File: src/rtl/glyph_pkg.sv
package glyph_pkg;
  localparam int CODE_W       = 8;
  localparam int ADDR_W       = 6;
  localparam int DATA_W       = 8;
  localparam int DOTS         = 5;
  localparam int LINE_W       = 4;
  localparam int RAM_DEPTH    = 64;
  localparam int USER_HI_LSB  = 4;
  localparam int ROW8_LAST    = 7;
  localparam int ROW10_CURSOR = 10;
  localparam logic [3:0] USER_HI_ZERO = 4'h0;
  localparam logic [4:0] DOTS_OFF     = 5'h00;
  localparam logic [4:0] DOTS_ALL     = 5'h1f;
endpackage

File: src/rtl/glyph_addr_map.sv
`timescale 1ns/1ns
module glyph_addr_map
  import glyph_pkg::*;
(
  input  wire logic [CODE_W-1:0] char_code,
  input  wire logic [LINE_W-1:0] line,
  input  wire logic              font_5x10,
  output logic      [ADDR_W-1:0] addr,
  output logic                   user_sel,
  output logic                   cursor_row,
  output logic                   row_valid
);
  wire logic [ADDR_W-1:0] addr_5x8;
  wire logic [ADDR_W-1:0] addr_5x10;

  // Code bit 3 dropped; codes 00h and 08h alias
  assign addr_5x8   = {char_code[2:0], line[2:0]};
  // Code bits 0 and 3 dropped
  assign addr_5x10  = {char_code[2:1], line};
  assign addr       = font_5x10 ? addr_5x10 : addr_5x8;
  assign user_sel   = (char_code[7:USER_HI_LSB] == USER_HI_ZERO);
  assign cursor_row = font_5x10 ? (line == LINE_W'(ROW10_CURSOR))
                                : (line[2:0] == 3'(ROW8_LAST));
  assign row_valid  = font_5x10 ? (line <= LINE_W'(ROW10_CURSOR)) : 1'b1;
endmodule

File: src/rtl/user_glyph_ram_addressing.sv
`timescale 1ns/1ns
// Contract
// - Pattern data bits 0..4 drive the five dot columns, bit 4 leftmost.
// - In 5x8 mode code bits 0..2 form pattern address bits 3..5, eight glyphs.
// - A one bit lights its dot and a zero bit leaves it dark.
// - In 5x8 mode address bits 0..2 come from the glyph line counter.
// - In 5x8 mode row eight is the cursor row, shown as pattern OR cursor.
// - A one in a cursor-row pattern bit lights its dot wherever the cursor is.
// - User pattern memory is used instead of font ROM when code bits 4..7 are zero.
// - In 5x8 mode code bit 3 is ignored, so 00h and 08h show the same glyph.
// - The host may rewrite patterns at any time and the new pattern is shown.
// - In 5x10 mode code bits 1 and 2 form address bits 4 and 5, four glyphs.
// - In 5x10 mode address bits 0..3 pick the row, row eleven is cursor OR pattern.
// - In 5x10 mode code bits 0 and 3 are ignored.
module user_glyph_ram_addressing
  import glyph_pkg::*;
#(
  parameter int DEPTH = RAM_DEPTH
)(
  input  wire logic              ref_clk,
  input  wire logic              rst,
  input  wire logic              font_5x10,
  input  wire logic              wr_en,
  input  wire logic [ADDR_W-1:0] wr_addr,
  input  wire logic [DATA_W-1:0] wr_data,
  input  wire logic [CODE_W-1:0] char_code,
  input  wire logic [LINE_W-1:0] line,
  input  wire logic              cursor_on,
  input  wire logic [DOTS-1:0]   rom_dots,
  output logic      [DOTS-1:0]   dots,
  output logic                   from_user
);
  // One entry per address; any other depth leaves holes or dead rows
  if (DEPTH != RAM_DEPTH) begin : g_bad_depth
    $error("DEPTH must equal the 6-bit address space");
  end

  logic [DOTS-1:0] pattern_ram [DEPTH];

  wire logic [ADDR_W-1:0] rd_addr;
  wire logic              user_sel;
  wire logic              cursor_row;
  wire logic              row_valid;
  wire logic [DOTS-1:0]   ram_dots;
  wire logic [DOTS-1:0]   cursor_dots;
  wire logic [DOTS-1:0]   user_dots;
  wire logic [DOTS-1:0]   next_dots;

  // Decode used by the checks, kept apart from the address map
  function automatic logic is_user_code(input logic [CODE_W-1:0] code);
    is_user_code = (code[CODE_W-1:USER_HI_LSB] == USER_HI_ZERO);
  endfunction

  function automatic logic [ADDR_W-1:0] addr_of_5x8(input logic [CODE_W-1:0] code,
                                                    input logic [LINE_W-1:0] row);
    addr_of_5x8 = {code[2:0], row[2:0]};
  endfunction

  function automatic logic [ADDR_W-1:0] addr_of_5x10(input logic [CODE_W-1:0] code,
                                                     input logic [LINE_W-1:0] row);
    addr_of_5x10 = {code[2:1], row};
  endfunction

  wire logic              user_code;
  wire logic [CODE_W-1:0] code_flip3;
  wire logic [CODE_W-1:0] code_flip03;
  wire logic [ADDR_W-1:0] addr8;
  wire logic [ADDR_W-1:0] addr10;
  wire logic              last_row8;
  wire logic              cursor_row10;
  wire logic              past_rows10;
  wire logic [DOTS-1:0]   pat8;
  wire logic [DOTS-1:0]   pat10;

  glyph_addr_map u_map (
    .char_code  (char_code),
    .line       (line),
    .font_5x10  (font_5x10),
    .addr       (rd_addr),
    .user_sel   (user_sel),
    .cursor_row (cursor_row),
    .row_valid  (row_valid)
  );

  // Only bits 0..4 stored; upper data bits never reach the panel
  genvar gi;
  generate
    for (gi = 0; gi < DEPTH; gi++) begin : g_ram
      always_ff @(posedge ref_clk or posedge rst) begin
        if (rst) begin
          pattern_ram[gi] <= DOTS_OFF;
        end else if (wr_en && wr_addr == ADDR_W'(gi)) begin
          pattern_ram[gi] <= wr_data[DOTS-1:0];
        end
      end

      chk_ram_hold: assert property (
        @(posedge ref_clk) disable iff (rst)
        !(wr_en && wr_addr == ADDR_W'(gi)) |=> $stable(pattern_ram[gi]))
        else $error("pattern entry changed without a write");
    end
  endgenerate

  assign ram_dots    = row_valid ? pattern_ram[rd_addr] : DOTS_OFF;
  assign cursor_dots = (cursor_row && cursor_on) ? DOTS_ALL : DOTS_OFF;
  // Pattern bits stay visible on cursor row regardless of cursor
  assign user_dots   = ram_dots | cursor_dots;
  // Bit 4 is leftmost column, dots[4]
  assign next_dots   = user_sel ? user_dots : rom_dots;

  always_ff @(posedge ref_clk or posedge rst) begin
    if (rst) begin
      dots      <= DOTS_OFF;
      from_user <= 1'b0;
    end else begin
      dots      <= next_dots;
      from_user <= user_sel;
    end
  end

  // Reference decode seen by the checks below
  assign user_code    = is_user_code(char_code);
  assign code_flip3   = {char_code[CODE_W-1:USER_HI_LSB], ~char_code[3], char_code[2:0]};
  assign code_flip03  = {char_code[CODE_W-1:USER_HI_LSB], ~char_code[3], char_code[2:1],
                         ~char_code[0]};
  assign addr8        = addr_of_5x8(char_code, line);
  assign addr10       = addr_of_5x10(char_code, line);
  assign last_row8    = (line[2:0] == 3'(ROW8_LAST));
  assign cursor_row10 = (line == LINE_W'(ROW10_CURSOR));
  assign past_rows10  = (line > LINE_W'(ROW10_CURSOR));
  assign pat8         = pattern_ram[addr8];
  assign pat10        = pattern_ram[addr10];

  // Code select and ROM path
  chk_user_select: assert property (
    @(posedge ref_clk) disable iff (rst)
    1'b1
      |=> from_user == $past(user_code))
    else $error("user select wrong");

  chk_rom_path: assert property (
    @(posedge ref_clk) disable iff (rst)
    !user_code
      |=> dots == $past(rom_dots))
    else $error("rom dots not passed");

  // 5x8 mapping
  chk_addr_5x8: assert property (
    @(posedge ref_clk) disable iff (rst)
    !font_5x10
      |-> rd_addr == addr8 && row_valid)
    else $error("5x8 address wrong");

  chk_alias_bit3: assert property (
    @(posedge ref_clk) disable iff (rst)
    !font_5x10
      |-> rd_addr == addr_of_5x8(code_flip3, line))
    else $error("5x8 address depends on code bit 3");

  chk_lookup_5x8: assert property (
    @(posedge ref_clk) disable iff (rst)
    (!font_5x10 && user_code && !cursor_on)
      |=> dots == $past(pat8))
    else $error("5x8 lookup wrong");

  chk_column_left: assert property (
    @(posedge ref_clk) disable iff (rst)
    (!font_5x10 && user_code && !cursor_on)
      |=> dots[DOTS-1] == $past(pat8[DOTS-1]))
    else $error("leftmost column wrong");

  chk_dark_bits: assert property (
    @(posedge ref_clk) disable iff (rst)
    (!font_5x10 && user_code && !cursor_on && pat8 == DOTS_OFF)
      |=> dots == DOTS_OFF)
    else $error("zero pattern lit");

  chk_cursor_or: assert property (
    @(posedge ref_clk) disable iff (rst)
    (!font_5x10 && user_code && last_row8 && cursor_on)
      |=> dots == DOTS_ALL)
    else $error("cursor row not lit");

  chk_pattern_kept: assert property (
    @(posedge ref_clk) disable iff (rst)
    (!font_5x10 && user_code && last_row8)
      |=> (dots & $past(pat8)) == $past(pat8))
    else $error("cursor row pattern lost");

  // 5x10 mapping
  chk_addr_5x10: assert property (
    @(posedge ref_clk) disable iff (rst)
    font_5x10
      |-> rd_addr == addr10)
    else $error("5x10 address wrong");

  chk_ignore_bits03: assert property (
    @(posedge ref_clk) disable iff (rst)
    font_5x10
      |-> rd_addr == addr_of_5x10(code_flip03, line))
    else $error("5x10 address depends on code bits 0 or 3");

  chk_lookup_5x10: assert property (
    @(posedge ref_clk) disable iff (rst)
    (font_5x10 && user_code && !cursor_on && !past_rows10)
      |=> dots == $past(pat10))
    else $error("5x10 lookup wrong");

  chk_cursor_10: assert property (
    @(posedge ref_clk) disable iff (rst)
    (font_5x10 && user_code && cursor_row10 && cursor_on)
      |=> dots == DOTS_ALL)
    else $error("5x10 cursor row not lit");

  chk_rows_unused: assert property (
    @(posedge ref_clk) disable iff (rst)
    (font_5x10 && user_code && past_rows10)
      |=> dots == DOTS_OFF)
    else $error("unused row lit");

  // Write path
  chk_write_seen: assert property (
    @(posedge ref_clk) disable iff (rst)
    wr_en
      |=> pattern_ram[$past(wr_addr)] == $past(wr_data[DOTS-1:0]))
    else $error("pattern write lost");
endmodule

File: config.mk
export PLATFORM = sky130hd
export DESIGN_NAME = user_glyph_ram_addressing
export DESIGN_NICKNAME = d
export VERILOG_FILES = /design/src/rtl/glyph_pkg.sv /design/src/rtl/glyph_addr_map.sv /design/src/rtl/user_glyph_ram_addressing.sv
export SDC_FILE = /design/constraint.sdc
export NUM_CORES = 1
export LEC_CHECK = 0
export BUFFER_PORTS_ARGS = -buffer_cell sky130_fd_sc_hd__buf_2
export CAP_MARGIN = 40
export CORE_MARGIN = 5
export CORE_UTILIZATION = 40
export DETAILED_ROUTE_END_ITERATION = 7
export SETUP_SLACK_MARGIN = 0.3
export SYNTH_ARGS = -nofsm -noshare
export SYNTH_HDL_FRONTEND = slang
export SYNTH_SLANG_ARGS = --single-unit
File: constraint.sdc
create_clock -name ref_clk -period 13.6 [get_ports ref_clk]
set_input_delay 1.36 -clock ref_clk [delete_from_list [all_inputs] [get_ports ref_clk]]
set_output_delay 1.36 -clock ref_clk [all_outputs]
set_load 0.005 [all_outputs]
* Word level (Yosys, flattened, before mapping) *
Index checks and enable logic that the tools add are counted.
W data, S select, Z words.

cells by class
  add/subtract/negate cells = 0
  multipliers = 0
  div/mod/pow operators = 0
  magnitude comparators = 2
  equality and inequality tests = 65
  shifts and indexed selects = 0
  muxes and demuxes = 9
  bitwise operators = 2
  reduce and logical (&&, ||, !) cells = 67

operator list
  kind                  number
  $eq A6 B6 Y1 const B  32
  $eq A6 B5 Y1 const B  16
  $logic_and A1 B1 Y1   65
  $eq A6 B4 Y1 const B  8
  $bmux W5 S6           1
  $mux W5               5
  $eq A6 B3 Y1 const B  4
  $eq A6 B2 Y1 const B  2
  $ge A7 B7 Y1 const B  1
  $not A6 Y7            1
  $eq A6 B1 Y1 const B  1
  $logic_not A6 Y1      1
  $or A5 B5 Y5          1
  $eq A4 B4 Y1 const B  1
  $le A4 B4 Y1 const B  1
  $logic_not A4 Y1      1
  $mux W4               1
  $eq A3 B3 Y1 const B  1
  $mux W1               2

storage, ports and cells
  bits in registers = 326
  latch bits = 0
  bits in writable memories = 0
  bits in read-only memories = 0
  input port bits = 36
  output and inout bits = 6
  logic and storage cells = 211
  memories kept = 0

* Depth between registers and ports, before layout *
Gate-level depths: netlist (run 1).

  word-level depth = 8
  mapped depth = 9
  depth with buffers taken out = 6

* Hierarchy *
From an unflattened synthesis (run 1), not the netlist that was laid out.

unflattened totals
  cell total of the unflattened synthesis = 1012
  area total of the unflattened synthesis = 15285.9 sq um

by module, submodules not included
  module                     instances  cells an instance  area each (sq um)  seq. area each (sq um)
  user_glyph_ram_addressing  1          1000               15190.8            8157.8
  glyph_addr_map             1          12                 95.1               0.0

* Least setup slack after synthesis (run 1) *
No wires, ideal clock.

  path kind = input to register
  start point = input port line[0]
  end point = register dots[2]
  library setup time = 0.124 ns
  arrival = 2.890 ns
  required time = 13.476 ns
  path slack = 10.586 ns
  stages = 6
  buffers on the path = 2
  path through = buf_6 > buf_8 > mux4_2 > mux4_2 > a211oi_2 > o21ai_1

between the ends
  cells in the longest elaborated chain, start to end = 8
  elaborated cells on any way between the ends = 15
  those cells by class = 1 x order compare; 2 x eq/ne; 9 x mux; 2 x bitwise; 1 x reduce/logical

RTL lines
  item                                        RTL line                          text
  start, declared                             user_glyph_ram_addressing.sv:27   input wire logic [LINE_W-1:0] line,
  $mux W4                                     glyph_addr_map.sv:20              assign addr = font_5x10 ? addr_5x10 : addr_5x8;
  $not A6 Y7 (implied by the code)            user_glyph_ram_addressing.sv:104  assign ram_dots = row_valid ? pattern_ram[rd_addr] : DOTS_OFF;
  $bmux W5 S6                                 user_glyph_ram_addressing.sv:104
  $mux W5 (implied by the code) (2 in a row)  user_glyph_ram_addressing.sv:104
  $mux W5                                     user_glyph_ram_addressing.sv:104
  $or A5 B5 Y5 *                              user_glyph_ram_addressing.sv:107  assign user_dots = ram_dots | cursor_dots;
  $mux W5 *                                   user_glyph_ram_addressing.sv:109  assign next_dots = user_sel ? user_dots : rom_dots;
  via next_dots[2]                            user_glyph_ram_addressing.sv:47   wire logic [DOTS-1:0] next_dots;
  end signal, assigned                        user_glyph_ram_addressing.sv:116  dots <= next_dots;
  end, declared                               user_glyph_ram_addressing.sv:30   output logic [DOTS-1:0] dots,

The timed path passes the listed nets; every way through them passes the cells marked *. The select of a mux whose other input is x is not followed.
A chain may end at the register's enable or synchronous reset.

* Worst setup path in the final report (run 1) *
Same ends and word-level chain as after synthesis.

==> results.ini, run 1 <==
[status]
status=completed

[finish]
drive_above_1_share_pct=26.8
fillCellCount=3342
mostFrequentLayoutCells=326 x dfrtp_1, 239 x mux2_1, 82 x mux2_2, 79 x mux4_2, 73 x nand2_1
postLayoutCellArea_um2=17200
final_common_cell=dfrtp_1
nets=1081
fin_util_pct=45.7
areaGrowthSynthToFinish_pct=13.0

[sta]
rsz0062_at_grt=no
slew_violations=0
fin_skew_ps=17.8
setup_viol=0
finalCritPeriodShare_pct=28.5
setup_tns_ps=0
worst_pin_slew_ps=987
maxSlewHeadroom_pct=33.7
hold_slack_ps=480
hold_violations=0
period_needed_ps=3880
fmax_mhz=258

[grt]
grt.total_usage_pct=18.2
grt-ovfl-total=0
antenna_found_initial=0
grt_pass1_vias=9344
grt_max_degree=118
grt_first_pass_wirelength_um=58100

[critical_path]
crit_arrival_ps=4260
rrSetupSlack_ps=11610
worstSetupStartpointType=input port
crit_family=buffers and inverters
r2r_end=dots[2]
path_cells=buf_4, buf_4, buf_16, mux4_1, mux4_2, nor2b_1, a211oi_2, o21ai_1
cp-end-kind=register
slowest_stage=mux4_1
r2r_start=pattern_ram[112]
critPathKind=input port to register
worst_r2r_path_depth=5
cp_common_cell=buf_4
max_stage_delay_ps=600
worstPathRequired_ps=13990
crit_buf_inv=3
path_max_fanout=37

[power_and_ir_drop]
powerDensity_nw_per_um2=141
peakVddDrop_mv=0.0780
p_total_mw=2.42
p_leak_nw=8.02

[clock_network]
clk_root_buffer_cell=clkbuf_16
clkLatencyLatePin_ps=520
ctsHoldBuffers=0
post_cts_buffers=0
cts_buffers=36
clockBufferDepth=3
clk_pin_slew_ps=60
tritoncts=built
cts-resized-gates=0
cts.sinks=326
htreeDepth=2

[route]
routedWlPerCell_um=23.2
viasPerCell=5.60
num_vias=8877
route.met2.wl_um=17300
ant_nets=0
drt-met1-wl_um=16900
top_layer=met4
met3_wirelength_um=1710
drt_iter0_markers=639
firstDrtPassIters=5
routed_wl_um=36800
route.detailed.drc=0

[placement]
numPortBuffers=37
gp_congestion=0.828
dp_hpwl_um=23600
post_dp_cell_area_um2=16000

[floorplan]
io_pins=42
initial_utilization_pct=40.5
die_w_um=205
die-area_um2=42000
die_y_um=205
rows=71
coreArea_um2=37600

[hold_path]
hold_depth=1
min_from=pattern_ram[152]
hold_path_class=register to register
min_to=pattern_ram[152]

[logic_synthesis]
synthCells=1015
synth_seq_cells=326
seq_area_frac_synth_pct=53.6
yosys_warnings=0
syn-num-nets=1051
synth_cell_types=44
syn_area_per_cell_um2=15.0
synth.cell_area_um2=15200

[flow_run]
drv_cap=0

## cell usage after synthesis, drive strengths merged
cell	number	area [um^2]
o31a	1	8.76
a32oi	2	17.5
nor4	2	12.5
or2	6	37.5
and2	3	18.8
nand2	73	274
o311a	4	40.0
nor3b	1	7.51
mux4	86	1960
nor3	13	65.1
or3	1	6.26
nand4b	3	26.3
nor2b	2	12.5
clkbuf	40	154
a31oi	3	18.8
a211oi	3	27.5
or3b	1	8.76
a21oi	5	25.0
or4	2	15.0
dfrtp	326	8160
o21ai	11	55.1
nor2	35	131
nand3	7	35.0
inv	2	7.51
nand3b	1	7.51
o211ai	5	37.5
buf	29	211
nand2b	6	37.5
and3	3	18.8
mux2	321	3610
a22oi	2	15.0
mux2i	12	124
nand4	4	25.0
## metal layers
layer / global-route usage, % / up-vias
met2: 28.6 / 209
met4: 4.45 / 0
met1: 26.8 / 4775
met5: 0 / -
met3: 2.69 / 46
li1: - / 3847
## flip-flops by register name, indices dropped and copies added, names as in the netlist
register     count
dots             5
from_user        1
pattern_ram    320
## worst reg2reg max path, delay by kind of cell (launching register included)
| family | cells | cell delay [ps] |
|---|---|---|
| flip-flops | 1 | 370 |
| multiplexers | 2 | 1030 |
| AO/OA/AOI/OAI | 2 | 310 |
| AND/OR/NAND/NOR | 1 | 150 |
## power breakdown
part	internal, mW	total (mW)	switching, mW	leakage [nW]
Combinational	0.161	0.298	0.137	3.11
Clock	0.584	0.970	0.386	0.587
Sequential	1.10	1.15	0.0571	4.32
## cells by family after synthesis
| logic type | Yosys count | share of synthesized area [%] |
|---|---|---|
| muxes | 419 | 37.5 |
| AOI/OAI and AO/OA | 36 | 1.61 |
| and+or+nand+nor | 163 | 4.86 |
| buffers and inverters | 71 | 2.45 |
| DFF | 326 | 53.6 |
## worst max-delay path by stage
stage,from,end,cells after the start
final,line[0],dots[2],8
after global routing,line[0],dots[2],8
after CTS,line[0],dots[2],8
after detailed placement,line[0],dots[2],8
after global placement,line[0],dots[2],7
after floorplan,rst,dots[0],1
## per-stage QoR
stage               std cells  setup slack (ps)
detailed placement       1518              9110
global placement         1507              8940
finish                   1584              9720
CTS                      1583              9640
floorplan                1015              3210
global route             1583              9500
## final cells by class
cell class              count  area, um^2  area share (%)
clock inverters            10         111           0.648
clock buffers              55        1070            6.25
inverters                   2        15.0          0.0873
flip-flops and latches    326        8160            47.5
repair buffers             61         488            2.84
multi-input cells         618        6700            39.0
well taps                 511         639            3.72
diodes                      1        2.50          0.0146
Note: power is estimated with default switching activity, not from simulation.
==> run 2: changes to the inputs <==
--- a/config.mk
+++ b/config.mk
@@ -5,6 +5,7 @@
 export SDC_FILE = /design/constraint.sdc
 export NUM_CORES = 1
 export LEC_CHECK = 0
+export ABC_AREA = 1
 export BUFFER_PORTS_ARGS = -buffer_cell sky130_fd_sc_hd__buf_2
 export CAP_MARGIN = 40
 export CORE_MARGIN = 5
==> constraint.sdc (replaced) <==
create_clock -name ref_clk -period 3.5 [get_ports ref_clk]
set_input_delay 0.35 -clock ref_clk [delete_from_list [all_inputs] [get_ports ref_clk]]
set_output_delay 0.35 -clock ref_clk [all_outputs]
set_load 0.005 [all_outputs]
==> run 2 against run 1 <==
Net effect:
- first-iteration DRC count rose by 90%
- largest cell class unchanged
- area after synthesis rose by 2.2%
- flip-flop and latch count did not move
- design area rose by 2.4%
- utilization fell by 0.11 points
- cell count rose by 64%
- largest power group unchanged
- sequential power rose to 3.9 times the previous value
- total power rose to 4.0 times the previous value
==> results.ini, run 2 <==
[critical_path]
slowest_stage=inv_1
worstSetupStartpointType=input port
r2r_start=pattern_ram[201]
path_cells=buf_4, buf_4, nand2_1, inv_1, buf_12, nand2_1, nand4_1, nand3_1, nand3_1, nand3_1, nand2_1, nand2_1, a21oi_1
crit_arrival_ps=2460
cp-end-kind=register
cp_common_cell=nand2_1
path_max_fanout=36
worst_r2r_path_depth=10
worstPathRequired_ps=3950
max_stage_delay_ps=390
critPathKind=input port to register
rrSetupSlack_ps=1960
r2r_end=dots[1]

[finish]
final_cells=2600
final_common_cell=nand2_1
areaGrowthSynthToFinish_pct=13.2
mostFrequentLayoutCells=728 x nand2_1, 326 x dfrtp_1, 271 x o21ai_0, 219 x nand3_1, 213 x inv_1
num_antenna_cells=0
regArea_um2=8160
largest_register_ffs=320
fillCellCount=3973
multiInputGateArea_um2=6100
reg.largest.list=pattern_ram x320, dots x5, from_user x1
nets=2091
largest-register=pattern_ram
drive_above_1_share_pct=7.73

[logic_synthesis]
synthTopCellsByArea=dfrtp_1 52%, nand2_1 18%, o21ai_0 8.7%
synthCells=2035
synthArstFlopShare_pct=100
syn-num-nets=2071
synth_cell_types=25
synth_most_common_cell=nand2_1
yosys.area.top_type_share_pct=52.5
yosys.area.top_type=dfrtp_1
synth_seq_cells=326
synth.cell_area_um2=15500
yosys_warnings=0
syn_area_per_cell_um2=7.64
synth_edf_count=0
synthFlopType=dfrtp_1
synth_common_cells=728 x nand2_1, 326 x dfrtp_1, 271 x o21ai_0
seq_area_frac_synth_pct=52.5

[placement]
place_inst=2529
gp_congestion=0.850
numPortBuffers=37
dp_hpwl_um=29100

[grt]
antenna_found_initial=1
grt_first_pass_wirelength_um=72500
grt_pass1_vias=12757
grt-ovfl-total=0
grt.total_usage_pct=20.9
grt_max_degree=116

[clock_network]
clkLatencyLatePin_ps=530
htreeDepth=2
clockBufferDepth=3
cts.sinks=326
cts_buffers=39
tritoncts=built
clk_root_buffer_cell=clkbuf_16
post_cts_buffers=0
cts-resized-gates=0
ctsHoldBuffers=1
clk_pin_slew_ps=60

[sta]
fin_skew_ps=11.2
fmax_mhz=497
period_needed_ps=2010
setup_viol=0
finalCritPeriodShare_pct=57.5
worst_pin_slew_ps=892
maxSlewHeadroom_pct=40.3
hold_violations=0
rsz0062_at_grt=no
slew_violations=0

[floorplan]
initial_utilization_pct=40.3
die-area_um2=42900
io_pins=42
coreArea_um2=38600
rows=72
die_w_um=207
die_y_um=207

[hold_path]
hold_path_class=input port to register
hold_depth=3
min_to=dots[0]
min_from=rom_dots[0]

[route]
routed_wl_um=45500
num_vias=13410
drt_iter0_markers=1212
routedWlPerCell_um=17.5
ant_nets=0
firstDrtPassIters=5
viasPerCell=5.16
route.detailed.drc=0

[power_and_ir_drop]
p_sw_mw=2.67
p_total_mw=9.79
p_sw_share_pct=27.2
clockPowerShare_pct=40.6
intPower_mw=7.13
p_leak_nw=8.39
pwr-share-seq_pct=46.2
powerDensity_nw_per_um2=557
pwr-share-comb_pct=13.2
peakVddDrop_mv=0.332

[status]
status=completed

[flow_run]
drv_cap=0

run 2: cell count changes after synthesis, sizes merged, moves of 12 or more:
cell / change
nand2: +666
o21ai: +327
mux2: -321
inv: +222
nand3: +212
mux4: -86
buf: +18
nand4: +17
mux2i: -12
run 2: critical path: cells and delay by family:
kind | cells | cell delay [ps]
AO/OA/AOI/OAI | 1 | 150
buffers and inverters | 4 | 1140
AND/OR/NAND/NOR | 8 | 820
run 2: worst max-delay path by stage:
stage / from / slack (ps) / depth (start not counted) / endpoint
floorplan: rst / -1200 / 1 / dots[0]
global placement: line[1] / 920 / 11 / dots[3]
detailed placement: line[0] / 990 / 13 / dots[3]
CTS: line[0] / 1540 / 13 / dots[3]
global route: line[0] / 1260 / 13 / dots[0]
finish: line[0] / 1490 / 13 / dots[1]
run 2: cell type report:
class,count,area share (%)
Timing Repair Buffer,74,3.33
Tap cell,518,3.68
Multi-Input combinational cell,1388,34.7
Sequential cell,326,46.4
Clock buffer,57,6.51
Inverter,226,4.86
Clock inverter,11,0.597
run 2: cell families (layout without fill, tap and decap cells):
logic type,count (synthesis),after routing,share of synthesized area (%)
simple gates,1044,1044,28.1
compound gates,344,344,11.1
flops,326,326,52.5
buf+inv,321,368,8.32
run 2: metrics by stage:
stage | hold WS [ps] | util (%) | worst slack (ps) | TNS, ps | area (um^2)
2_1_floorplan | 453 | - | -1200 | -391440 | 15600
3_3_place_gp | 466 | 42.2 | 919 | 0 | 16300
3_5_place_dp | 469 | 42.3 | 989 | 0 | 16300
4_1_cts | 37.2 | 45.6 | 1540 | 0 | 17600
5_1_grt | 62.1 | 45.6 | 1260 | 0 | 17600
6_report | 78.8 | 45.6 | 1490 | 0 | 17600
run 2: power by group through the flow:
stage,logic (mW),clock network [mW],registers [mW]
2_1_floorplan,0.936,0,4.52
6_report,1.29,3.98,4.52
3_3_place_gp,1.26,0,4.56
5_1_grt,1.50,4.21,4.58
3_5_place_dp,1.30,0,4.58
4_1_cts,1.30,4.07,4.52
run 2: layer usage:
metal,global-route usage (%),wire length [um],up-vias
met1,29.8,20900,6388
met3,3.31,2640,90
met5,0,10,-
li1,-,-,6532
met4,6.68,1380,2
met2,32.9,20600,398
==> run 3: changes to the inputs <==
==> constraint.sdc (replaced) <==
create_clock -name ref_clk -period 2.05 [get_ports ref_clk]
set_input_delay 0.205 -clock ref_clk [delete_from_list [all_inputs] [get_ports ref_clk]]
set_output_delay 0.205 -clock ref_clk [all_outputs]
set_load 0.005 [all_outputs]
==> run 3 against run 2 <==
Net effect:
- routed wire length is 0.19% higher
- register-to-register slack worse by 1400 ps
- largest power group unchanged
- flip-flop and latch count unchanged
- sequential power rose by 71%
- critical path depth down 5
- count of clock-buffer cells in the layout is 2 lower
==> results.ini, run 3 (synthesized netlist as in run 2, its figures left out) <==
[sta]
fin_skew_ps=18.2
slew_violations=0
hold_violations=0
hold_slack_ps=26.7
maxSlewHeadroom_pct=67.0
finalCritPeriodShare_pct=78.6
period_needed_ps=1610
rsz0062_at_grt=no
setup_viol=0
fmax_mhz=620
worst_pin_slew_ps=495

[critical_path]
crit_arrival_ps=2020
critical_path.startpoint=char_code[6]
rrSetupSlack_ps=540
worstPathRequired_ps=2460
r2r_start=pattern_ram[223]
r2r_end=dots[3]
critPathKind=input port to register
worst_r2r_path_depth=9
worstSetupStartpointType=input port
cp-end-kind=register
path_max_fanout=7

[placement]
dp_hpwl_um=29100
numPortBuffers=37
gp_congestion=0.840
place_inst=2576

[power_and_ir_drop]
p_leak_nw=8.71
p_total_mw=16.8
peakVddDrop_mv=0.496
powerDensity_nw_per_um2=924

[floorplan]
die-area_um2=42900
coreArea_um2=38600
rows=72
die_w_um=207
die_y_um=207
initial_utilization_pct=40.3
io_pins=42

[finish]
largest-register=pattern_ram
areaGrowthSynthToFinish_pct=17.2
final_common_cell=nand2_1
final_cells=2656
drive_above_1_share_pct=9.96
num_antenna_cells=0
reg.largest.list=pattern_ram x320, dots x5, from_user x1
nets=2146
largest_register_ffs=320
mostFrequentLayoutCells=728 x nand2_1, 326 x dfrtp_1, 271 x o21ai_0, 219 x nand3_1, 212 x inv_1

[flow_run]
drv_cap=0

[hold_path]
min_to=dots[4]
hold_path_class=input port to register
hold_depth=3
min_from=rom_dots[4]

[grt]
grt_pass1_vias=13151
grt.total_usage_pct=21.2
grt_max_degree=90
antenna_found_initial=0
grt-ovfl-total=0
grt_first_pass_wirelength_um=74000

[route]
num_vias=13619
route.detailed.drc=0
drt_iter0_markers=1381
firstDrtPassIters=6
viasPerCell=5.13
routed_wl_um=45500
routedWlPerCell_um=17.1
ant_nets=0

[clock_network]
tritoncts=built
clockBufferDepth=3
cts_buffers=38
clk_root_buffer_cell=clkbuf_16
post_cts_buffers=0
clk_pin_slew_ps=60
clkLatencyLatePin_ps=530
cts.sinks=326
htreeDepth=2

[status]
status=completed

-- run 3: metal layers --
| layer | up-vias | global-route usage (%) | wire [um] |
|---|---|---|---|
| li1 | 6628 | - | - |
| met1 | 6523 | 30.5 | 21100 |
| met2 | 401 | 33.9 | 20900 |
| met3 | 67 | 3.19 | 2550 |
| met4 | 0 | 5.72 | 1000 |
| met5 | - | 0 | 0 |
-- run 3: power by group --
group	leakage, nW	internal [mW]	switching [mW]
registers	4.30	7.28	0.434
logic	3.78	0.847	1.45
clock network	0.636	4.16	2.66
total	8.71	12.3	4.55
-- run 3: worst max-delay path, cell delays in order --
cell and delay (ps):
dlygate4sd3_1 530, buf_2 120, nor4_1 170, dlygate4sd3_1 600, buf_4 140, nand2_1 60
inv_2 110, a21oi_1 90
-- run 3: how the worst max path moves through the flow --
stage                         end  slack, ps  depth (start not counted)
after CTS                 dots[4]        440                          8
after floorplan           dots[0]      -2510                          1
final                     dots[4]        440                          8
after global placement    dots[1]         50                         12
after detailed placement  dots[1]         10                         12
after global routing      dots[4]        320                          8
-- run 3: final cells by class --
type / instances / area (um^2)
tap: 518 / 648
timing repair buffer: 130 / 1180
clock inverter: 13 / 124
fill: 3846 / 20300
multi-input combinational: 1388 / 6100
inverter: 226 / 855
clock buffer: 55 / 1160
sequential: 326 / 8160
-- run 3: metrics by stage --
| step | worst slack [ps] | instance area (um^2) | setup TNS [ps] | util, % |
|---|---|---|---|---|
| finish | 438 | 18200 | 0 | 47.2 |
| global route | 321 | 18200 | 0 | 47.2 |
| CTS | 436 | 18200 | 0 | 47.2 |
| detailed placement | 12.5 | 16800 | 0 | 43.6 |
| global placement | 47.1 | 16800 | 0 | 43.6 |
| floorplan | -2510 | 15600 | -816860 | - |
-- run 3: repair_timing --
action	4_1_cts	5_1_grt
setup endpoints to repair	0	5
hold buffers	12	0
endpoints found under the hold margin	49	0
resized for setup	0	1
